File: src/rtl/ufb_pkg.sv
package ufb_pkg;
  // register byte offsets
  localparam logic [7:0] A_CTRL  = 8'h00; // serial_control_reg
  localparam logic [7:0] A_DATA  = 8'h04; // tx write, rx read
  localparam logic [7:0] A_STAT  = 8'h08; // serial_status_reg
  localparam logic [7:0] A_MASK  = 8'h0C;
  localparam logic [7:0] A_POWER_CONTROL_REG  = 8'h10; // power_control_reg
  localparam logic [7:0] A_BRGH  = 8'h14; // baud_divisor_high
  localparam logic [7:0] A_BRGL  = 8'h18; // baud_divisor_low
  localparam logic [7:0] A_RCAUS = 8'h1C; // reset_cause_reg
  localparam logic [7:0] A_BOOT  = 8'h20; // boot_status_reg
  // serial_control_reg fields
  localparam int C_MSH = 7; // mode_select_high
  localparam int C_MSL = 6; // mode_select_low
  localparam int C_REN = 4; // receive enable
  localparam int C_TB8 = 3; // tx_ninth_bit
  localparam int C_RB8 = 2; // rx_ninth_bit
  // power_control_reg fields
  localparam int P_DBL = 7; // baud_double_select
  localparam int P_FER = 6; // framing_error_route
  localparam int P_BRK = 5; // break reset enable
  localparam int P_BRG = 0; // rate source: 1 baud generator
  // status and mask bits
  localparam int S_RX  = 0;
  localparam int S_TX  = 1;
  localparam int S_FE  = 2;
  localparam int S_BRK = 3;
  localparam int R_BRK = 0; // break flag in reset_cause_reg
  localparam int B_ST  = 0; // boot status bit
  // reset values
  localparam logic [7:0]  CTRL_RST = 8'h00;
  localparam logic [7:0]  POWER_CONTROL_REG_RST = 8'h00;
  localparam logic [15:0] BRG_RST  = 16'h0000;
  localparam logic [7:0]  BVEC_RST = 8'h00; // arbitrary value
  // timing: rate ticks per bit, sample point
  localparam logic [3:0] TPB_LAST = 4'hF;
  localparam logic [3:0] MID      = 4'h7;
  localparam logic [3:0] NB10     = 4'h9; // bits after start
  localparam logic [3:0] NB11     = 4'hA;
  typedef enum logic [1:0] {
    MD_SHIFT = 2'b00, MD_VAR10 = 2'b01,
    MD_FIX11 = 2'b10, MD_VAR11 = 2'b11
  } ufb_mode_type;
  typedef enum logic {TX_IDLE = 1'b0, TX_RUN = 1'b1} ufb_tx_type;
  typedef enum logic [1:0] {
    RX_IDLE = 2'b00, RX_START = 2'b01, RX_BITS = 2'b10
  } ufb_rx_type;
endpackage : ufb_pkg

File: src/rtl/ufb_top.sv
`timescale 1ns/1ns
module ufb_top (
  input  wire logic        pclk,    // oscillator clock
  input  wire logic        presetn,
  input  wire logic        psel,
  input  wire logic        penable,
  input  wire logic        pwrite,
  input  wire logic [7:0]  paddr,
  input  wire logic [31:0] pwdata,
  output logic      [31:0] prdata,
  output logic             pready,
  output logic             pslverr,
  input  wire logic        cclk_en, // cpu clock enable pulse
  input  wire logic        t1_ovf,  // timer-1 overflow pulse
  input  wire logic        rxd,
  output logic             txd,
  output logic             irq,
  output logic             brk_rst, // device reset request
  output logic      [15:0] boot_addr
);
  typedef struct packed {
    logic [7:0]  ctrl;
    logic [7:0]  power_control_reg;
    logic [3:0]  mask;
    logic [3:0]  stat;
    logic [15:0] brg;
    logic [15:0] brg_cnt;
    logic        half;
    logic        t1half;
    logic        tick;
    ufb_pkg::ufb_tx_type tx_st;
    logic [10:0] tx_sh;
    logic [3:0]  tx_cnt;
    logic [3:0]  tx_bits;
    ufb_pkg::ufb_rx_type rx_st;
    logic [9:0]  rx_sh;
    logic [3:0]  rx_cnt;
    logic [3:0]  rx_bits;
    logic        rx_hi;
    logic [7:0]  rx_data;
    logic        rc_brk;
    logic        bstat;
    logic [7:0]  bvec;
    logic        pready;
    logic [31:0] prdata;
    logic        pslverr;
    logic        txd;
    logic        irq;
    logic        brk_rst;
    logic [15:0] boot_addr;
  } ufb_st_type;

  ufb_st_type q;
  ufb_st_type d;
  ufb_pkg::ufb_mode_type mode;
  logic eleven;
  logic access;
  logic rx_done;
  logic rx_stop;
  logic [31:0] rval;
  logic [3:0]  ev;      // status events raised this cycle

  assign mode   = ufb_pkg::ufb_mode_type'(q.ctrl[7:6]);
  assign eleven = q.ctrl[ufb_pkg::C_MSH];
  assign access = psel && penable && !q.pready;

  // read mux; bit 7 of control is routed error when enabled
  always_comb begin
    rval = 32'h0000_0000;
    case (paddr)
      ufb_pkg::A_CTRL: begin
        rval[7:0] = q.ctrl;
        if (q.power_control_reg[ufb_pkg::P_FER]) begin
          rval[7] = q.stat[ufb_pkg::S_FE];
        end
      end
      ufb_pkg::A_DATA:  rval[7:0] = q.rx_data;
      ufb_pkg::A_STAT:  rval[3:0] = q.stat;
      ufb_pkg::A_MASK:  rval[3:0] = q.mask;
      ufb_pkg::A_POWER_CONTROL_REG:  rval[7:0] = q.power_control_reg;
      ufb_pkg::A_BRGH:  rval[7:0] = q.brg[15:8];
      ufb_pkg::A_BRGL:  rval[7:0] = q.brg[7:0];
      ufb_pkg::A_RCAUS: rval[0]   = q.rc_brk;
      ufb_pkg::A_BOOT:  rval[15:0] = {q.bvec, 7'h00, q.bstat};
      default:          rval = 32'h0000_0000;
    endcase
  end

  // next state of the whole block
  always_comb begin
    d = q;
    rx_done = 1'b0;
    rx_stop = 1'b1;
    // events are kept apart so a status read cannot swallow them
    ev      = 4'h0;
    d.pready  = access;
    d.pslverr = 1'b0;
    d.tick    = 1'b0;
    d.brk_rst = 1'b0;
    // rate tick source, 16 ticks per bit
    if (mode == ufb_pkg::MD_FIX11) begin
      // cpu clock over 16 or 32
      if (cclk_en) begin
        d.half = !q.half;
        d.tick = q.power_control_reg[ufb_pkg::P_DBL] || q.half;
      end
    end else if (q.power_control_reg[ufb_pkg::P_BRG]) begin
      if (q.brg_cnt >= q.brg) begin
        d.brg_cnt = 16'h0000;
        d.tick = 1'b1;
      end else begin
        d.brg_cnt = q.brg_cnt + 16'h0001;
      end
    end else if (t1_ovf) begin
      // timer-1 halved when doubling bit set
      d.t1half = !q.t1half;
      d.tick = !q.power_control_reg[ufb_pkg::P_DBL] || q.t1half;
    end
    // variable modes share the timer or generator path
    // variable 11-bit differs only in this rate

    // transmitter; shift out LSB first
    if (q.tx_st == ufb_pkg::TX_RUN && q.tick) begin
      d.tx_cnt = q.tx_cnt + 4'h1;
      if (q.tx_cnt == ufb_pkg::TPB_LAST) begin
        d.tx_sh = {1'b1, q.tx_sh[10:1]};
        if (q.tx_bits == 4'h0) begin
          d.tx_st = ufb_pkg::TX_IDLE;
          d.stat[ufb_pkg::S_TX] = 1'b1;
          ev[ufb_pkg::S_TX] = 1'b1;
        end else begin
          d.tx_bits = q.tx_bits - 4'h1;
        end
      end
    end

    // receiver
    case (q.rx_st)
      ufb_pkg::RX_IDLE: begin
        if (q.ctrl[ufb_pkg::C_REN] && q.tick && !rxd) begin
          d.rx_st  = ufb_pkg::RX_START;
          d.rx_cnt = 4'h0;
        end
      end
      ufb_pkg::RX_START: begin
        if (q.tick) begin
          d.rx_cnt = q.rx_cnt + 4'h1;
          if (q.rx_cnt == ufb_pkg::MID) begin
            // a high midpoint is a glitch, not a start
            d.rx_st   = rxd ? ufb_pkg::RX_IDLE : ufb_pkg::RX_BITS;
            d.rx_cnt  = 4'h0;
            d.rx_bits = 4'h0;
            d.rx_hi   = 1'b0;
          end
        end
      end
      ufb_pkg::RX_BITS: begin
        if (q.tick) begin
          d.rx_cnt = q.rx_cnt + 4'h1;
          if (q.rx_cnt == ufb_pkg::TPB_LAST) begin
            d.rx_sh   = {rxd, q.rx_sh[9:1]};
            d.rx_hi   = q.rx_hi || rxd;
            d.rx_bits = q.rx_bits + 4'h1;
            if (q.rx_bits + 4'h1 == (eleven ? ufb_pkg::NB11
                                             : ufb_pkg::NB10)) begin
              rx_done = 1'b1;
              rx_stop = rxd;
              d.rx_st = ufb_pkg::RX_IDLE;
            end
          end
        end
      end
      default: d.rx_st = ufb_pkg::RX_IDLE;
    endcase

    if (rx_done) begin
      d.stat[ufb_pkg::S_RX] = 1'b1;
      ev[ufb_pkg::S_RX] = 1'b1;
      if (eleven) begin
        // keep ninth bit, stop bit dropped
        d.rx_data = d.rx_sh[7:0];
        d.ctrl[ufb_pkg::C_RB8] = d.rx_sh[8];
      end else begin
        d.rx_data = d.rx_sh[8:1];
        d.ctrl[ufb_pkg::C_RB8] = rxd;
      end
      if (!rx_stop) begin
        d.stat[ufb_pkg::S_FE] = 1'b1;
        ev[ufb_pkg::S_FE] = 1'b1;
        // low across the whole frame is a break
        if (!d.rx_hi) begin
          d.stat[ufb_pkg::S_BRK] = 1'b1;
          ev[ufb_pkg::S_BRK] = 1'b1;
          if (q.power_control_reg[ufb_pkg::P_BRK]) begin
            d.rc_brk  = 1'b1;
            d.brk_rst = 1'b1;
          end
        end
      end
    end

    // register access; events already applied, so a status read keeps them but writing 0 to reset cause clears a new break
    if (access) begin
      d.prdata = rval;
      if (pwrite) begin
        case (paddr)
          ufb_pkg::A_CTRL: begin
            // mode high bit frozen while route set
            d.ctrl[6:3] = pwdata[6:3];
            if (!q.power_control_reg[ufb_pkg::P_FER]) begin
              d.ctrl[7] = pwdata[7];
            end
          end
          ufb_pkg::A_DATA: begin
            // writes while busy are dropped
            if (q.tx_st == ufb_pkg::TX_IDLE) begin
              d.tx_st  = ufb_pkg::TX_RUN;
              d.tx_cnt = 4'h0;
              if (eleven) begin
                d.tx_sh = {1'b1, q.ctrl[ufb_pkg::C_TB8],
                           pwdata[7:0], 1'b0};
                d.tx_bits = ufb_pkg::NB11;
              end else begin
                d.tx_sh = {2'b11, pwdata[7:0], 1'b0};
                d.tx_bits = ufb_pkg::NB10;
              end
            end
          end
          ufb_pkg::A_MASK:  d.mask = pwdata[3:0];
          ufb_pkg::A_POWER_CONTROL_REG:  d.power_control_reg = pwdata[7:0];
          ufb_pkg::A_BRGH:  d.brg[15:8] = pwdata[7:0];
          ufb_pkg::A_BRGL:  d.brg[7:0] = pwdata[7:0];
          ufb_pkg::A_RCAUS: d.rc_brk = d.rc_brk && pwdata[0];
          ufb_pkg::A_BOOT: begin
            d.bstat = pwdata[0];
            d.bvec  = pwdata[15:8];
          end
          ufb_pkg::A_STAT: d.pslverr = 1'b0;
          default:         d.pslverr = 1'b1;
        endcase
      end else begin
        // read clears status, but a new event wins
        if (paddr == ufb_pkg::A_STAT) begin
          d.stat = ev;
        end
        if (paddr > ufb_pkg::A_BOOT || paddr[1:0] != 2'b00) begin
          d.pslverr = 1'b1;
        end
      end
      if (paddr > ufb_pkg::A_BOOT || paddr[1:0] != 2'b00) begin
        d.pslverr = 1'b1;
      end
    end

    d.txd = (d.tx_st == ufb_pkg::TX_RUN) ? d.tx_sh[0] : 1'b1;
    d.irq = |(d.stat & d.mask);
    // break cause selects boot vector page
    d.boot_addr = (d.rc_brk || d.bstat) ? {d.bvec, 8'h00}
                                        : 16'h0000;
  end

  // the single state register
  always_ff @(posedge pclk or negedge presetn) begin
    if (!presetn) begin
      q <= '0;
      q.ctrl  <= ufb_pkg::CTRL_RST;
      q.power_control_reg  <= ufb_pkg::POWER_CONTROL_REG_RST;
      q.brg   <= ufb_pkg::BRG_RST;
      q.bvec  <= ufb_pkg::BVEC_RST;
      q.tx_st <= ufb_pkg::TX_IDLE;
      q.rx_st <= ufb_pkg::RX_IDLE;
      q.txd   <= 1'b1;
    end else begin
      q <= d;
    end
  end

  assign prdata    = q.prdata;
  assign pready    = q.pready;
  assign pslverr   = q.pslverr;
  assign txd       = q.txd;
  assign irq       = q.irq;
  assign brk_rst   = q.brk_rst;
  assign boot_addr = q.boot_addr;
endmodule // ufb_top

File: config.mk
export PLATFORM = sky130hd
export DESIGN_NAME = ufb_top
export DESIGN_NICKNAME = d
export VERILOG_FILES = /design/src/rtl/ufb_pkg.sv /design/src/rtl/ufb_top.sv
export SDC_FILE = /design/constraint.sdc
export NUM_CORES = 1
export LEC_CHECK = 0
export ABC_CLOCK_PERIOD_IN_PS = 2900
export BUFFER_PORTS_ARGS = -buffer_cell sky130_fd_sc_hd__buf_2
export CAP_MARGIN = 0
export CORE_ASPECT_RATIO = 1.5
export CORE_UTILIZATION = 52
export DETAILED_ROUTE_END_ITERATION = 12
export PLACE_DENSITY = 0.73
export RECOVER_POWER = 25
export SKIP_LAST_GASP = 1
export SLEW_MARGIN = 40
export SYNTH_ARGS = -nofsm -noshare
export SYNTH_HDL_FRONTEND = slang
export SYNTH_SLANG_ARGS = --single-unit
export TNS_END_PERCENT = 30
File: constraint.sdc
create_clock -name pclk -period 2.9 [get_ports pclk]
set_clock_uncertainty 0.15 [all_clocks]
set_input_delay 0.58 -clock pclk [delete_from_list [all_inputs] [get_ports pclk]]
set_output_delay 0.58 -clock pclk [all_outputs]
set_load 0.005 [all_outputs]
-- Word-level counts from Yosys, hierarchy flattened
Index checks and enable logic that the tools add are counted.
- $add $sub $neg: 5
- order comparisons: 2
- equality and inequality tests: 21
- muxes and demuxes: 87
- bitwise gates (word level): 4
- reductions and logical operators: 36
- operators by type and width (cell ; number):
    $mux 20 ; 5
    $mux 16 ; 3
    $mux 1 ; 40
    $mux 9 ; 4
    $eq 8x5->1 const B ; 4
    $mux 8 ; 4
    $mux 10 ; 3
    $mux 4 ; 7
    $mux 12 ; 2
    $mux 24 ; 1
    $mux 21 ; 1
    $pmux 3 s7 ; 1
    $mux 2 ; 10
    $pmux 4 s5 ; 1
    $reduce_and 3->1 ; 6
    $add 16x1->16 const B ; 1
    $eq 8x4->1 const B ; 2
    $ge 16x16->1 ; 1
    $add 4x1->4 const B ; 3
    $ne 2x2->1 const B ; 6
    $pmux 4 s3 ; 1
    $pmux 5 s2 ; 1
    $reduce_or 9->1 ; 1
    $eq 4x4->1 const B ; 2
    other kinds (26) ; 45
- register bits after elaboration: 153
- input port bits: 48
- output and inout port bits: 53
- word-level logic and storage cells: 188

-- Logic depth before layout (Yosys ltp)
- word-level depth: 15
- mapped depth: 10
- depth with buffers taken out: 8

-- Least setup slack after synthesis
No wires, ideal clock.
- kind: input port to flip-flop
- from: in paddr[5]
- to: reg q (netlist bit irq)
- setup time: 0.126 ns
- arrival: 2.114 ns
- required time: 2.624 ns
- path slack: 0.510 ns
- stages on the path: 6
- buffers on the path: 0
- path through: or4_4 -> nor3_4 -> nand3_4 -> mux2_4 -> o2bb2ai_1 -> a221o_1
- RTL lines (item ; line ; source):
    start, declared ; ufb_top.sv:8 ; input wire logic [7:0] paddr,
    end, declared ; ufb_top.sv:53 ; ufb_st_type q;

==> metrics.md <==
| Metric | Value |
|---|---|
| Hold-critical path endpoint | `q[59]$_DFF_PN0_` |
| Syn Area/Cell | `10.08 sq um` |
| Relative slew slack | `-30.94%` |
| Pin count of the biggest net entering global routing | `78` |
| Number of setup buffers added after CTS | `0` |
| Layout cells sized above 1 | `20.48%` |
| FF-to-FF Start | `q[72]$_DFFE_PN0P_` |
| Vias in the first global route | `around 5,500` |
| Critical path type | `register to register` |
| Slew Limit Fails | `76` |
| Starting Density | `53.24%` |
| Post-route antenna net violation count | `0` |
| Peak VDD IR | `0.3425 mV` |
| Clk slew on worst S/H paths | `approximately 0.07 ns` |
| Hold path start | `pwdata[14]` |
| Ranking of synthesized cells by area | `dfrtp_1 (48%), nand2_1 (5.0%), buf_4 (4.8%), mux2_2 (4.7%), ha_1 (4.2%)` |
| Fmax | `0.3864 GHz` |
| Req. time, crit path | `3.11 ns` |
| Startpoint type of the worst setup path | `register` |
| Ant diodes | `0` |
| Final Core Density | `between 50% and 60%` |
| Max-cap violations | `1` |
| Post-synth cell types | `66` |
| Antenna violations before repair | `1` |
| Hold Path Stages | `2` |
| Yosys top cell area share | `between 40% and 50%` |
| Global route overflow | `0` |
| Drt pass-1 iters | `7` |
| RSZ-0062 raised after global routing | `no` |
| Critical Path Fanout Max | `9` |
| H-tree depth | `4` |
| Resize count post-CTS | `0` |
| Main flop type after synthesis | `dfrtp_1` |
| CTS buffer count | `17` |
| # setup viols final | `0` |
| Cells after synthesis | `739` |
| Final wirelength | `16,540 microns` |
| Internal reg-to-reg setup slack | `0.31 ns` |
| Routed len/inst | `between 15 and 20 microns` |
| R2R Path End | `boot_addr[13]$_DFF_PN0_` |
| Post-DP HPWL | `12,230 microns` |
| Clk sinks | `145` |
| Mapped Area | `0.007450 sq mm` |
| Max Root-Sink Buffers | `2` |
| Core area | `0.01399 sq mm` |
| Root buf cell | `clkbuf_16` |
| Post-layout nets | `between 800 and 900` |
| HP Class | `input port to register` |
| Crit path time final | `approximately 2.6 ns` |
| Port buffer count | `60` |
| Failing checks | `capacitance limit, slew limit` |
| Die ar. | `0.01482 sq mm` |
| Die W | `roughly 100 microns` |
| Seq/Total Area, Yosys | `roughly half` |
| Synth warnings | `0` |
| Final hold violations | `0` |
| TritonCTS clock tree | `built` |
| R2R depth | `7` |
| Power Dens Cells | `588.9 mW/mm^2` |
| Initial DRC Count | `around 380` |
| Total track usage | `23.70%` |
| GRT Max-Usage Layer | `met2` |
| Post-synthesis register bit count | `145` |
| CTS Hold Bufs | `0` |
| Area delta synth->final | `11.52%` |
| First-pass GRT wire length | `26,960 microns` |
| Critical Path End Type | `register` |
| Met2 GRT Util | `between 40% and 50%` |
| # rows | `between 50 and 60` |
| Synth area leader | `dfrtp_1` |
| Cell Area, Placed | `~0.0077 sq mm` |
| Clock latency on the worst-skew pair | `between 0.4 and 0.5 ns` |
| Die H | `roughly 150 microns` |
| Async SR Flop Fraction | `100.0%` |
| Leakage | `4.088 nW` |
| Drt drc | `0` |
| Total power | `a little under 5 mW` |
| Met1 Use GR | `about 28%` |
| Slew @ Worst Pin | `1.964 ns` |
| Ports | `101` |
| Vias after detailed routing | `5,466` |
| Fin crit share | `89.25%` |
| Setup TNS | `0 ns` |
| GPL Wtd Cong | `0.9101` |
| Post-synth EDFFs | `0` |
| Met3 GRT Util | `4.652%` |
| Layout Cell Area excl Fill | `0.008308 sq mm` |
| Worst hold slack | `0.2615 ns` |
| Status | `finished, violations left` |
| Arrival @ worst endpoint | `2.80 ns` |
| Vias/cell | `5.532` |
worst max-delay path, stage by stage (launching register included):
cell,delay (ns)
dfrtp_1,0.43
ha_1,0.34
or3_1,0.37
nand2_1,0.10
nand4_1,0.16
nor4b_2,0.36
o32a_1,0.45
o21a_1,0.17
metrics by stage:
step	setup slack (ns)	std cells
after floorplan	0.5104	762
after global placement	0.2507	956
after detailed placement	0.2455	956
after CTS	0.2783	988
after global routing	0.09575	988
final	0.3117	988
registers in the layout (all words and copies together), names as in the netlist:
name,flops
pslverr,1
txd,1
mode,1
q,114
eleven,1
boot_addr,8
prdata,16
brk_rst,1
pready,1
irq,1
cells in the mapped netlist (all sizes together) (3+ instances only):
library cell,n
clkbuf,15
xor2,9
and2,5
nor2,45
a21oi,21
mux2,32
and3,7
buf,60
nand3b,5
inv,39
dfrtp,144
nor4,5
a22oi,7
nand3,30
nor2b,3
ha,25
mux2i,24
nand2b,7
a32oi,3
a211oi,5
o21ai,61
xnor2,10
nor3,9
or3,4
a31oi,4
nand4,4
a211o,6
o21a,11
a222oi,3
nand2,101
worst max-delay path by stage:
stage | from | endpoint
final | q[72]$_DFFE_PN0P_ | boot_addr[13]$_DFF_PN0_
after global routing | q[90]$_DFFE_PN0P_ | boot_addr[11]$_DFF_PN0_
after CTS | q[72]$_DFFE_PN0P_ | boot_addr[11]$_DFF_PN0_
after detailed placement | paddr[5] | irq$_DFF_PN0_
after global placement | paddr[5] | irq$_DFF_PN0_
after floorplan | paddr[5] | irq$_DFF_PN0_
layout by cell type (no fill, tap or decap), drive strengths merged, types with 4 or more instances in the layout:
| master | n |
|---|---|
| dfrtp | 144 |
| nand2 | 101 |
| buf | 76 |
| o21ai | 61 |
| inv | 46 |
| nor2 | 45 |
| mux2 | 32 |
| nand3 | 30 |
| ha | 25 |
| mux2i | 24 |
| conb | 24 |
| a21oi | 21 |
| clkbuf | 18 |
| o21a | 11 |
| xnor2 | 10 |
| xor2 | 9 |
| nor3 | 9 |
| and3 | 7 |
| nand2b | 7 |
| a22oi | 7 |
| a211o | 6 |
| and2 | 5 |
| a211oi | 5 |
| nand3b | 5 |
| nor4 | 5 |
| clkinv | 5 |
| or3 | 4 |
| a31oi | 4 |
| nand4 | 4 |
cell type report:
cell class / count / area [sq um]
Tap cell: 192 / 240.2
Fill cell: 1152 / 5684
Multi-Input combinational cell: 502 / 3246
Inverter: 40 / 150.1
Timing Repair Buffer: 77 / 465.4
Sequential cell: 145 / 3630
Clock buffer: 17 / 425.4
Clock inverter: 15 / 151.4
power breakdown:
group / internal (mW) / switching (mW) / total, mW
Clock: 1.21 / 0.915 / 2.12
Combinational: 0.217 / 0.341 / 0.558
Sequential: 2.12 / 0.0903 / 2.21
logic make-up after synthesis:
logic type,share of synthesized area [%]
simple gates,14.96
flops,48.72
xor+xnor,2.234
mux,8.112
fa+ha+maj,4.199
compound gates,12.85
buf+inv,8.868
other cells,0.05034
metal layers:
metal	up-vias	wire length, microns
met4	2	477
li1	2578	-
met5	-	12
met1	2661	6649
met3	41	777
met2	184	8619
No activity file was read; power rests on OpenSTA's default activity.
